`config.mk`:
```
export PLATFORM = sky130hd
export DESIGN_NAME = vid_output_voltage_control
export DESIGN_NICKNAME = d
export VERILOG_FILES = /design/src/vid_ctl_pkg.sv /design/src/vid_pin_sync.sv /design/src/vid_output_voltage_control.sv
export VERILOG_INCLUDE_DIRS = /design/src
export SDC_FILE = /design/constraint.sdc
export NUM_CORES = 1
export LEC_CHECK = 0
export ABC_AREA = 1
export BUFFER_PORTS_ARGS = -buffer_cell sky130_fd_sc_hd__buf_2
export CAP_MARGIN = 20
export CORE_MARGIN = 8
export CORE_UTILIZATION = 35
export DETAILED_ROUTE_END_ITERATION = 7
export PLACE_DENSITY = 0.63
export SETUP_SLACK_MARGIN = 0.15
export SLEW_MARGIN = 20
export SYNTH_ARGS = -nofsm -noshare
export SYNTH_HDL_FRONTEND = slang
export SYNTH_SLANG_ARGS = --single-unit
```
`constraint.sdc`:
```
create_clock -name CLK -period 2.9 [get_ports CLK]
set_input_delay 0.435 -clock CLK [delete_from_list [all_inputs] [get_ports CLK]]
set_output_delay 0.435 -clock CLK [all_outputs]
set_load 0.02 [all_outputs]
```
`src/vid_ctl_map.svh`:
```
// Purpose: register indices, field positions and reset values of the VID output control bank
// Assumes: included by the bank only; its synchroniser gets the reset value as a parameter
// Notes: definitions only
`ifndef VID_CTL_MAP_SVH
`define VID_CTL_MAP_SVH

`define IDX_FLY_CONFIG      8'h00
`define IDX_VID_MANUAL      8'h02
`define IDX_VID_SENSE       8'h04
`define IDX_OVC_A           8'h07
`define IDX_OVC_B           8'h08
`define IDX_OVC_C           8'h09
`define IDX_PIN_DRIVE       8'h0a
`define IDX_ADJUST_B        8'h0b
`define IDX_ADJUST_C        8'h0c
`define IDX_ADJUST_D        8'h0d
`define IDX_BOOST_INVERT    8'h0e

`define BIT_SWITCH_EN       7
`define BIT_OVERRIDE        6
`define BIT_SENSE_MODE      7
`define BIT_FLY_EN_B        6
`define BIT_SEL_EN_B        5
`define BIT_SEL_EN_A        4
`define BIT_FLY_EN_A        3
`define BIT_FLY_CHANGE      2

`define RST_LEVEL_CHOICE    4'h7
`define RST_OPEN_DRAIN      6'h3f
`define RST_INVERT          4'hf
`define RST_OVC_SPARE       2'h0
`define RST_SYNC_VEC        13'h1000

`endif

```
`src/vid_ctl_pkg.sv`:
```
// Purpose: shared types of the VID output control bank
// Assumes: nothing
// Notes: numbers live in vid_ctl_map.svh
`default_nettype none
package vid_ctl_pkg;
  typedef logic [7:0] byte_t;
  typedef logic [3:0] level_t;
  typedef logic [5:0] vid_t;
endpackage
`default_nettype wire

```
`src/vid_pin_sync.sv`:
```
// Purpose: two-flop synchroniser for a vector of pin levels
// Assumes: each bit is an independent slow level
// Notes: the first stage feeds only the second stage
`timescale 1ns/1ns
`default_nettype none
module vid_pin_sync #(
  parameter int          W       = 13,
  parameter logic [W-1:0] RST_VAL = '0
) (
  // clock and reset
  input  wire logic         CLK,
  input  wire logic         RST_N,
  // levels
  input  wire logic [W-1:0] ASYNC_IN,
  output logic      [W-1:0] SYNC_OUT
);
  logic [W-1:0] meta_q;

  if (W < 1) begin : g_chk
    $error("vid_pin_sync: width must be at least one");
  end

  always_ff @(posedge CLK or negedge RST_N) begin
    if (!RST_N) begin
      meta_q   <= RST_VAL;
      SYNC_OUT <= RST_VAL;
    end else begin
      meta_q   <= ASYNC_IN;
      SYNC_OUT <= meta_q;
    end
  end
endmodule // vid_pin_sync
`default_nettype wire

```
`src/vid_output_voltage_control.sv`:
```
// Purpose: register bank and steering for VID pass-through, level override and pin drive
// Assumes: one 100 MHz clock; pins and slot signal are asynchronous; watchdog pulse is on CLK
// Notes: read data stand one cycle after the read strobe and are zero otherwise
//
// Chosen here: strobed register access.
`timescale 1ns/1ns
`default_nettype none
`include "vid_ctl_map.svh"
module vid_output_voltage_control #(
  parameter int VID_W   = 6,
  parameter int LEVEL_W = 4
) (
  // clock and reset
  input  wire logic               CLK,
  input  wire logic               RST_N,
  // register port
  input  wire vid_ctl_pkg::byte_t ADDR,
  input  wire vid_ctl_pkg::byte_t WR_DATA,
  input  wire logic               WR_STB,
  input  wire logic               RD_STB,
  output vid_ctl_pkg::byte_t      RD_DATA,
  // analog level path
  input  wire vid_ctl_pkg::level_t ANALOG_CONTROL_INPUT,
  output vid_ctl_pkg::level_t     ANALOG_CONTROL_OUTPUT,
  // boost inputs and clear sources
  input  wire logic               BOOST_INPUT_A,
  input  wire logic               BOOST_INPUT_B,
  input  wire logic               SLOT_OCC_N,
  input  wire logic               WDT_TIMEOUT,
  // vid pins
  input  wire vid_ctl_pkg::vid_t  VID_PINS_I,
  output vid_ctl_pkg::vid_t       VID_PINS_O,
  output vid_ctl_pkg::vid_t       VID_PINS_OE,
  // resulting vid code
  output vid_ctl_pkg::vid_t       VID_CODE
);
  import vid_ctl_pkg::*;

  if (VID_W != 6 || LEVEL_W != 4) begin : g_chk
    $error("vid_output_voltage_control: only 6-bit VID and 4-bit levels are served");
  end

  function automatic logic hit(input byte_t a, input byte_t idx);
    return a == idx;
  endfunction

  // synchronised pins; a multi-bit code caught mid-change may show a mixed value for one cycle
  logic   [12:0] sync_vec;
  level_t ain_s;
  vid_t   pins_s;
  logic   boost_a_s;
  logic   boost_b_s;
  logic   slot_n_s;

  vid_pin_sync #(.W(13), .RST_VAL(`RST_SYNC_VEC)) u_sync (
    .CLK      (CLK),
    .RST_N    (RST_N),
    .ASYNC_IN ({SLOT_OCC_N, BOOST_INPUT_B, BOOST_INPUT_A, VID_PINS_I, ANALOG_CONTROL_INPUT}),
    .SYNC_OUT (sync_vec)
  );
  assign ain_s     = sync_vec[3:0];
  assign pins_s    = sync_vec[9:4];
  assign boost_a_s = sync_vec[10];
  assign boost_b_s = sync_vec[11];
  assign slot_n_s  = sync_vec[12];

  // state
  logic       switch_en_q;
  logic       override_q;
  logic [1:0] ovc_spare_q;
  level_t     level_choice_q [4];
  vid_t       vid_pin_open_drain_mask_q;
  logic [1:0] drive_spare_q;
  vid_t       vid_adjust_q [1:3];
  logic [3:0] invert_q;
  logic       pin_fly_enable_b_q;
  logic       pin_select_enable_b_q;
  logic       pin_select_enable_a_q;
  logic       pin_fly_enable_a_q;
  logic       fly_change_enable_q;
  vid_t       vid_manual_q;
  logic       vid_sense_mode_q;
  vid_t       vid_latched_q;

  // decode
  wire clear_evt  = !slot_n_s || WDT_TIMEOUT;
  wire wr_cfg     = WR_STB && hit(ADDR, `IDX_FLY_CONFIG);
  wire wr_manual  = WR_STB && hit(ADDR, `IDX_VID_MANUAL);
  wire wr_sense   = WR_STB && hit(ADDR, `IDX_VID_SENSE);
  wire wr_ovc_a   = WR_STB && hit(ADDR, `IDX_OVC_A);
  wire wr_ovc_b   = WR_STB && hit(ADDR, `IDX_OVC_B);
  wire wr_ovc_c   = WR_STB && hit(ADDR, `IDX_OVC_C);
  wire wr_drive   = WR_STB && hit(ADDR, `IDX_PIN_DRIVE);
  wire wr_invert  = WR_STB && hit(ADDR, `IDX_BOOST_INVERT);
  wire [3:1] wr_adj = {WR_STB && hit(ADDR, `IDX_ADJUST_D),
                       WR_STB && hit(ADDR, `IDX_ADJUST_C),
                       WR_STB && hit(ADDR, `IDX_ADJUST_B)};

  // level choices and switch controls; the clear wins over a write in the same cycle
  always_ff @(posedge CLK or negedge RST_N) begin
    if (!RST_N) begin
      switch_en_q <= 1'b0;
      override_q  <= 1'b1;
      ovc_spare_q <= `RST_OVC_SPARE;
    end else if (clear_evt) begin
      switch_en_q <= 1'b0;
    end else if (wr_ovc_a) begin
      switch_en_q <= WR_DATA[`BIT_SWITCH_EN];
      override_q  <= WR_DATA[`BIT_OVERRIDE];
      ovc_spare_q <= WR_DATA[5:4];
    end
  end

  wire [3:0] wr_level = {wr_ovc_c, wr_ovc_b, wr_ovc_b, wr_ovc_a};
  wire level_t wr_level_val [4];
  assign wr_level_val[0] = WR_DATA[3:0];
  assign wr_level_val[1] = WR_DATA[3:0];
  assign wr_level_val[2] = WR_DATA[7:4];
  assign wr_level_val[3] = WR_DATA[3:0];

  for (genvar i = 0; i < 4; i++) begin : g_level
    always_ff @(posedge CLK or negedge RST_N) begin
      if (!RST_N) begin
        level_choice_q[i] <= `RST_LEVEL_CHOICE;
      end else if (clear_evt) begin
        level_choice_q[i] <= `RST_LEVEL_CHOICE;
      end else if (wr_level[i]) begin
        level_choice_q[i] <= wr_level_val[i];
      end
    end
  end

  // pin drive mask
  always_ff @(posedge CLK or negedge RST_N) begin
    if (!RST_N) begin
      vid_pin_open_drain_mask_q <= `RST_OPEN_DRAIN;
      drive_spare_q             <= 2'h0;
    end else if (clear_evt) begin
      vid_pin_open_drain_mask_q <= `RST_OPEN_DRAIN;
    end else if (wr_drive) begin
      vid_pin_open_drain_mask_q <= WR_DATA[5:0];
      drive_spare_q             <= WR_DATA[7:6];
    end
  end

  // adjust offsets, never cleared by the slot or watchdog
  for (genvar j = 1; j <= 3; j++) begin : g_adj
    always_ff @(posedge CLK or negedge RST_N) begin
      if (!RST_N) begin
        vid_adjust_q[j] <= 6'h00;
      end else if (wr_adj[j]) begin
        vid_adjust_q[j] <= WR_DATA[5:0];
      end
    end
  end

  always_ff @(posedge CLK or negedge RST_N) begin
    if (!RST_N) begin
      invert_q <= `RST_INVERT;
    end else if (wr_invert) begin
      invert_q <= WR_DATA[3:0];
    end
  end

  // fly and pin-select enables
  always_ff @(posedge CLK or negedge RST_N) begin
    if (!RST_N) begin
      {pin_fly_enable_b_q, pin_select_enable_b_q, pin_select_enable_a_q} <= 3'h0;
      {pin_fly_enable_a_q, fly_change_enable_q}                          <= 2'h0;
    end else if (clear_evt) begin
      {pin_fly_enable_b_q, pin_select_enable_b_q, pin_select_enable_a_q} <= 3'h0;
      {pin_fly_enable_a_q, fly_change_enable_q}                          <= 2'h0;
    end else if (wr_cfg) begin
      pin_fly_enable_b_q    <= WR_DATA[`BIT_FLY_EN_B];
      pin_select_enable_b_q <= WR_DATA[`BIT_SEL_EN_B];
      pin_select_enable_a_q <= WR_DATA[`BIT_SEL_EN_A];
      pin_fly_enable_a_q    <= WR_DATA[`BIT_FLY_EN_A];
      fly_change_enable_q   <= WR_DATA[`BIT_FLY_CHANGE];
    end
  end

  always_ff @(posedge CLK or negedge RST_N) begin
    if (!RST_N) begin
      vid_manual_q <= 6'h00;
    end else if (wr_manual) begin
      vid_manual_q <= WR_DATA[5:0];
    end
  end

  // sense mode: a one-to-zero change freezes the pins it last saw
  wire sense_fall = wr_sense && vid_sense_mode_q && !WR_DATA[`BIT_SENSE_MODE];
  always_ff @(posedge CLK or negedge RST_N) begin
    if (!RST_N) begin
      vid_sense_mode_q <= 1'b1;
    end else if (clear_evt) begin
      vid_sense_mode_q <= 1'b1;
    end else if (wr_sense) begin
      vid_sense_mode_q <= WR_DATA[`BIT_SENSE_MODE];
    end
  end

  always_ff @(posedge CLK or negedge RST_N) begin
    if (!RST_N) begin
      vid_latched_q <= 6'h00;
    end else if (sense_fall) begin
      vid_latched_q <= pins_s;
    end
  end

  // boost conditioning
  wire sel_a = pin_select_enable_a_q && (boost_a_s ^ invert_q[2]);
  wire sel_b = pin_select_enable_b_q && (boost_b_s ^ invert_q[3]);
  wire fly_a = fly_change_enable_q && pin_fly_enable_a_q && (boost_a_s ^ invert_q[0]);
  wire fly_b = fly_change_enable_q && pin_fly_enable_b_q && (boost_b_s ^ invert_q[1]);

  wire [1:0] level_idx  = {sel_b, sel_a};
  wire       use_choice = switch_en_q && override_q;
  // switch enable without override falls back to pass-through so the output never floats
  wire level_t level_d  = use_choice ? level_choice_q[level_idx] : ain_s;

  // fly adjustment: first input alone adds adjust 1, second alone adjust 2, both adjust 3
  wire [1:0] fly_idx    = {fly_b, fly_a};
  wire vid_t adjust_sel = (fly_idx == 2'h0) ? 6'h00 : vid_adjust_q[fly_idx];
  wire vid_t vid_code_d = vid_t'(vid_manual_q + adjust_sel);

  // open-drain bits only pull low; push-pull bits drive both levels
  wire vid_t pin_o_d;
  wire vid_t pin_oe_d;
  for (genvar k = 0; k < 6; k++) begin : g_pin
    assign pin_o_d[k]  = vid_pin_open_drain_mask_q[k] ? 1'b0 : vid_manual_q[k];
    assign pin_oe_d[k] = !vid_sense_mode_q &&
                         (!vid_pin_open_drain_mask_q[k] || !vid_manual_q[k]);
  end

  always_ff @(posedge CLK or negedge RST_N) begin
    if (!RST_N) begin
      ANALOG_CONTROL_OUTPUT <= 4'h0;
      VID_CODE              <= 6'h00;
      VID_PINS_O            <= 6'h00;
      VID_PINS_OE           <= 6'h00;
    end else begin
      ANALOG_CONTROL_OUTPUT <= level_d;
      VID_CODE              <= vid_code_d;
      VID_PINS_O            <= pin_o_d;
      VID_PINS_OE           <= pin_oe_d;
    end
  end

  // read side
  wire vid_t sense_view = vid_sense_mode_q ? pins_s : vid_latched_q;
  byte_t rd_val;
  assign rd_val =
    hit(ADDR, `IDX_FLY_CONFIG) ? {1'b0, pin_fly_enable_b_q, pin_select_enable_b_q, pin_select_enable_a_q,
                                  pin_fly_enable_a_q, fly_change_enable_q, 2'h0} :
    hit(ADDR, `IDX_VID_MANUAL) ? {2'h0, vid_manual_q} :
    hit(ADDR, `IDX_VID_SENSE)  ? {vid_sense_mode_q, 1'b0, sense_view} :
    hit(ADDR, `IDX_OVC_A)      ? {switch_en_q, override_q, ovc_spare_q, level_choice_q[0]} :
    hit(ADDR, `IDX_OVC_B)      ? {level_choice_q[2], level_choice_q[1]} :
    hit(ADDR, `IDX_OVC_C)      ? {4'h0, level_choice_q[3]} :
    hit(ADDR, `IDX_PIN_DRIVE)  ? {drive_spare_q, vid_pin_open_drain_mask_q} :
    hit(ADDR, `IDX_ADJUST_B)   ? {2'h0, vid_adjust_q[1]} :
    hit(ADDR, `IDX_ADJUST_C)   ? {2'h0, vid_adjust_q[2]} :
    hit(ADDR, `IDX_ADJUST_D)   ? {2'h0, vid_adjust_q[3]} :
    hit(ADDR, `IDX_BOOST_INVERT) ? {4'h0, invert_q} : 8'h00;

  always_ff @(posedge CLK or negedge RST_N) begin
    if (!RST_N) begin
      RD_DATA <= 8'h00;
    end else begin
      RD_DATA <= RD_STB ? rd_val : 8'h00;
    end
  end

  // checks
  wire    chk_sel_b = pin_select_enable_b_q && (boost_b_s ^ invert_q[3]);
  wire    chk_sel_a = pin_select_enable_a_q && (boost_a_s ^ invert_q[2]);
  level_t chk_level;
  assign  chk_level = level_choice_q[{chk_sel_b, chk_sel_a}];
  vid_t   chk_adj1;
  assign  chk_adj1  = vid_t'(vid_manual_q + vid_adjust_q[1]);
endmodule // vid_output_voltage_control
`default_nettype wire

```
# == After elaboration in Yosys (flattened, before gate mapping) ==
# Cells that the tools add are included.
# classes
add_sub_neg,1
magnitude_cmp,2
n_eq_ne,10
n_mux,51
bitwise_logic,7
reduce_logical,58
# ops
op,count
$mux W8,8
$eq A8 B4 Y1 const B,7
$mux W6,9
$mux W4,12
$logic_and A1 B1 Y1,26
$mux W1,20
$eq A8 B3 Y1 const B,2
$logic_not A1 Y1,15
$bmux W6 S2,1
$reduce_bool A2 Y1,6
$bmux W4 S2,1
$eq A8 B2 Y1 const B,1
$logic_not A8 Y1,1
$logic_or A1 B1 Y1,7
$add A6 B6 Y6,1
$ge A3 B3 Y1 const B,2
$not A2 Y3,2
$reduce_and A2 Y1,2
$xor A1 B1 Y1,4
$logic_not A2 Y1,1
$not A1 Y1,1
# totals
register_bits,124
input_bits,34
wordCells,157

# == Logic depth before layout (Yosys ltp) ==
# depth
word_depth,13
depth_mapped,15

# == Cells and area by module ==
# Synthesis repeated with hierarchy kept, for this count alone.
# hier_totals
cells_unflattened,615
hier_area_um2,5567.8
# modules_own_cells
mod,n_inst,cells_per_inst,area_per_inst_um2
vid_output_voltage_control,1,589,4914.7
vid_pin_sync,1,26,653.1

# == Worst setup path after synthesis ==
# OpenSTA, ideal clock, no wires.
# synth_timing
path_type,register to register
from,reg invert_q[0]
to,reg VID_CODE[5]
setup_ns,0.117
t_arrival_ns,2.068
setup_slack_ns,0.715
stages_incl_launch_ff,15
path_buffers,1
cell_sequence,dfstp_2 > nor2_1 > nor2_1 > nand3_1 > buf_4 > o21ai_0 > nand2_1 > ha_1 > a21oi_1 > nand2_1 > a21oi_1 > inv_1 > a21oi_1 > nand3b_1 > nand2_1
# synth_via
elab_chain_cells,8
# synth_rtl
item,line,source
start: declaration,vid_output_voltage_control.sv:75,logic [3:0] invert_q;
start signal: assignment,vid_output_voltage_control.sv:159,invert_q <= `RST_INVERT;
start signal: assignment,vid_output_voltage_control.sv:161,invert_q <= WR_DATA[3:0];
$xor A1 B1 Y1 (*),vid_output_voltage_control.sv:213,wire fly_a = fly_change_enable_q && pin_fly_enable_a_q && (boost_a_s ^ invert_q[0]);
$logic_and A1 B1 Y1 (*),vid_output_voltage_control.sv:213,
$not A2 Y3 (implied by the code),vid_output_voltage_control.sv:223,wire vid_t adjust_sel = (fly_idx == 2'h0) ? 6'h00 : vid_adjust_q[fly_idx];
$bmux W6 S2,vid_output_voltage_control.sv:223,
$mux W6 (implied by the code) (2 in a row),vid_output_voltage_control.sv:223,
$mux W6 (*),vid_output_voltage_control.sv:223,
$add A6 B6 Y6 (*),vid_output_voltage_control.sv:224,wire vid_t vid_code_d = vid_t'(vid_manual_q + adjust_sel);
named net vid_code_d[5],vid_output_voltage_control.sv:224,
end signal: assignment,vid_output_voltage_control.sv:243,VID_CODE <= vid_code_d;
end: declaration,vid_output_voltage_control.sv:35,output vid_ctl_pkg::vid_t VID_CODE
# Mark *: on every way through the listed nets, which the timed path passes. The rest lies on a longest branch. The select of a mux whose other input is x is not followed.
# A chain may end at the register's enable or synchronous reset.

# == Worst setup path in the final report ==
# Ends and elaborated chain as after synthesis.

==> key figures <==
Status
  • Status: complete, no violations

Clock tree
  • CTS tree: built
  • CTS H-tree lvls: 4
  • Clock Latency Late Sink: around 0.42 ns
  • Clk buf depth: 2
  • # hold bufs at CTS: 0
  • Inserted Clock Buffers: 17
  • Root buf cell: clkbuf_16
  • Clock Sink Count: 124
  • Post CTS Setup Buffer Count: 0
  • Clock transition at path regs: 0.06 ns
  • Post-CTS sizing: 0

Critical path
  • CP arrival: 2.81 ns
  • Kind of critical path: reg2reg
  • FF-to-FF Start: invert_q[0]$_DFFE_PN1P_
  • R2R setup slack: 0.40 ns
  • Setup crit start: invert_q[0]$_DFFE_PN1P_
  • Crit path required time: approximately 3.2 ns
  • Crit path max fanout: 11
  • CP Capture Type: register
  • Worst setup SP type: register

Global routing
  • First-pass GRT wire length: 22800 um
  • Total global-route track usage: 0.149
  • Largest net degree at the start of global routing: 55
  • Overflow left after global routing: 0
  • Initial antenna violation count: 1
  • Vias in the first global route: 4207

Route
  • Metal1 wirelength: ~6500 um
  • Vias: ~4300
  • WL met3: 1010 um
  • Final wirelength: 14200 um
  • DRC: 0
  • Highest metal used: met5
  • Avg WL per Cell: ~15 um
  • Metal2 WL: 6420 um
  • First drt pass iteration count: 5
  • 1st-iter DRT viols: 440
  • Antenna Nets Post-Route: 0
  • Vias per cell: 4.71

Synthesis
  • Yosys warnings: 0
  • Syn Area/Cell: ~8.9 um^2
  • Post-synth top area cell: dfrtp_1
  • Largest cells by area after synthesis: dfrtp_1 45%, dfstp_2 12%, nand2_1 9.4%
  • Ys async rst share: 1.00
  • Mapped cell area: 5500 um^2
  • Synth Instances: 618
  • Cell variety after synth: 37
  • Prevailing post-synth register cell: dfrtp_1
  • Number of synthesized flops with an enable pin: 0
  • Sequential share of the synthesized area: 0.570
  • Yosys top cell area share: 0.446
  • Count leader, synth: nand2_1
  • Post-synth top cells: 138 x nand2_1, 98 x dfrtp_1, 81 x inv_1
  • Net count after synthesis: around 660
  • Register bit count reported by yosys: 124

Die
  • Die X: 141 um
  • Die area: around 20000 um^2
  • Initial Util: 0.352
  • Core ar.: between 15000 and 20000 um^2
  • Row cnt: 46
  • Io pins: 64
  • Die Height: 141 um

Pwr
  • Leak pwr: 0.00328 uW
  • Power Density: 642 nW/um^2
  • Worst vdd ir: between 0.4 and 0.5 mV

Place
  • Worst slack, placed: slightly above 0.4 ns
  • HPWL after DPL: 10500 um
  • Port bufs: 63
  • Final GP Congestion: 0.860
  • Placed Cells incl. Taps: 891

STA
  • Fmax: 400 MHz
  • Worst Tran Pin Value: 0.636 ns
  • RSZ-0062 raised after global routing: false
  • Worst Skew: 0.00988 ns
  • Min Tclk post-route: 2.50 ns
  • Relative slew margins: 0.576
  • Fin crit share: 0.863
  • Final setup violation count: 0
  • Hold Fails Final Rpt: 0
  • Final Max Slew Viols: 0
  • Total negative setup slack: 0 ns
  • Slack of the critical path: 0.398 ns

Cells and area
  • Total inserted antenna cells: 0
  • Layout Cells excl Fill: 923
  • Net count, final: 734
  • FILL cells: 1515
  • Proportion of layout cells with a drive suffix above 1: 0.218
  • Area growth syn-to-layout: 22.1%

Worst hold path
  • Worst min-delay path category: in2async

Job
  • Max_cap viols: 0
==> final timing paths <==
check,to,cells after the start
setup / recovery,VID_CODE[5]$_DFF_PN0_,13
hold / removal,VID_CODE[1]$_DFF_PN0_,1
setup reg to reg,VID_CODE[5]$_DFF_PN0_,13
hold reg to reg,u_sync.SYNC_OUT[1]$_DFF_PN0_,0
max in group asynchronous,invert_q[0]$_DFFE_PN1P_,2
min in group CLK,u_sync.meta_q[12]$_DFF_PN1_,1
==> layout by cell type (no fill, tap or decap), types with 2 or more instances in the layout <==
cell | Yosys | layout
nand2_1 | 138 | 138
dfrtp_1 | 98 | 98
inv_1 | 81 | 81
buf_2 | 3 | 62
o21ai_0 | 58 | 58
nor2_1 | 56 | 56
a21oi_1 | 41 | 41
nand3_1 | 26 | 26
dfstp_2 | 26 | 26
clkbuf_16 | 0 | 17
o22ai_1 | 8 | 8
o21ai_2 | 8 | 8
o21ai_1 | 8 | 8
inv_2 | 6 | 6
o211ai_1 | 6 | 6
nor2_2 | 5 | 5
a22oi_1 | 5 | 5
ha_1 | 5 | 5
nand2_2 | 4 | 4
a31oi_1 | 4 | 4
bufinv_16 | 0 | 4
buf_4 | 3 | 4
xor2_1 | 3 | 3
nand3b_1 | 3 | 3
clkinvlp_4 | 0 | 3
clkbuf_1 | 4 | 3
clkbuf_8 | 0 | 3
nand3_2 | 2 | 2
o32ai_1 | 2 | 2
or2_2 | 2 | 2
nor2_4 | 2 | 2
o21bai_1 | 2 | 2
clkinv_4 | 0 | 2
==> state kept, by name, indices dropped and copies added, names as in the netlist, 8 cells and up <==
signal and cells:
u_sync.meta_q 13, u_sync.SYNC_OUT 13, vid_adjust_q 18, RD_DATA 8
level_choice_q 16
==> critical path: stages (launching register included) <==
cell	delay, ns
dfstp_2	0.55
nor2_1	0.04
nor2_1	0.09
nand3_1	0.29
o21ai_0	0.26
nand2_1	0.09
ha_1	0.34
a21oi_1	0.15
nand2_1	0.09
a21oi_1	0.13
inv_1	0.05
a21oi_1	0.14
nand3b_1	0.12
nand2_1	0.05
==> stage by stage <==
stage | area, um^2 | util | total power [uW] | hold WS (ns)
CTS | 6710 | 0.430 | 4350 | 0.0539
floorplan | 5500 | - | 1960 | 0.139
global placement | 6070 | 0.389 | 2080 | 0.332
detailed placement | 6070 | 0.389 | 2080 | 0.336
finish | 6710 | 0.430 | 4310 | 0.0444
global route | 6710 | 0.430 | 4460 | 0.0838
==> layout make-up <==
| class | instances | area [um^2] | share of cell area |
|---|---|---|---|
| Clock inverter | 9 | 160 | 0.0239 |
| Inverter | 87 | 327 | 0.0486 |
| Sequential cell | 124 | 3140 | 0.467 |
| Multi-Input combinational cell | 397 | 1980 | 0.295 |
| Clock buffer | 23 | 478 | 0.0712 |
| Tap cell | 216 | 270 | 0.0403 |
| Timing Repair Buffer | 67 | 360 | 0.0537 |
==> power breakdown <==
group	internal, uW	leakage [uW]	switching, uW
Clock	1510	0.000300	753
Combinational	61.0	0.00141	148
Sequential	1800	0.00157	39.5
==> layer usage <==
metal / vias to the layer above / global-route usage
li1: 2159 / -
met1: 2049 / 0.199
met2: 117 / 0.225
met3: 20 / 0.0484
met4: 2 / 0.0498
met5: - / 0
==> cells by family after synthesis <==
family / Yosys count / share of synthesized area
buf+inv: 97 / 0.0690
flops: 124 / 0.570
xor+xnor: 3 / 0.00478
fa+ha+maj: 6 / 0.0150
compound gates: 144 / 0.148
simple gates: 244 / 0.193
Note: power is estimated with default switching activity, not from simulation.
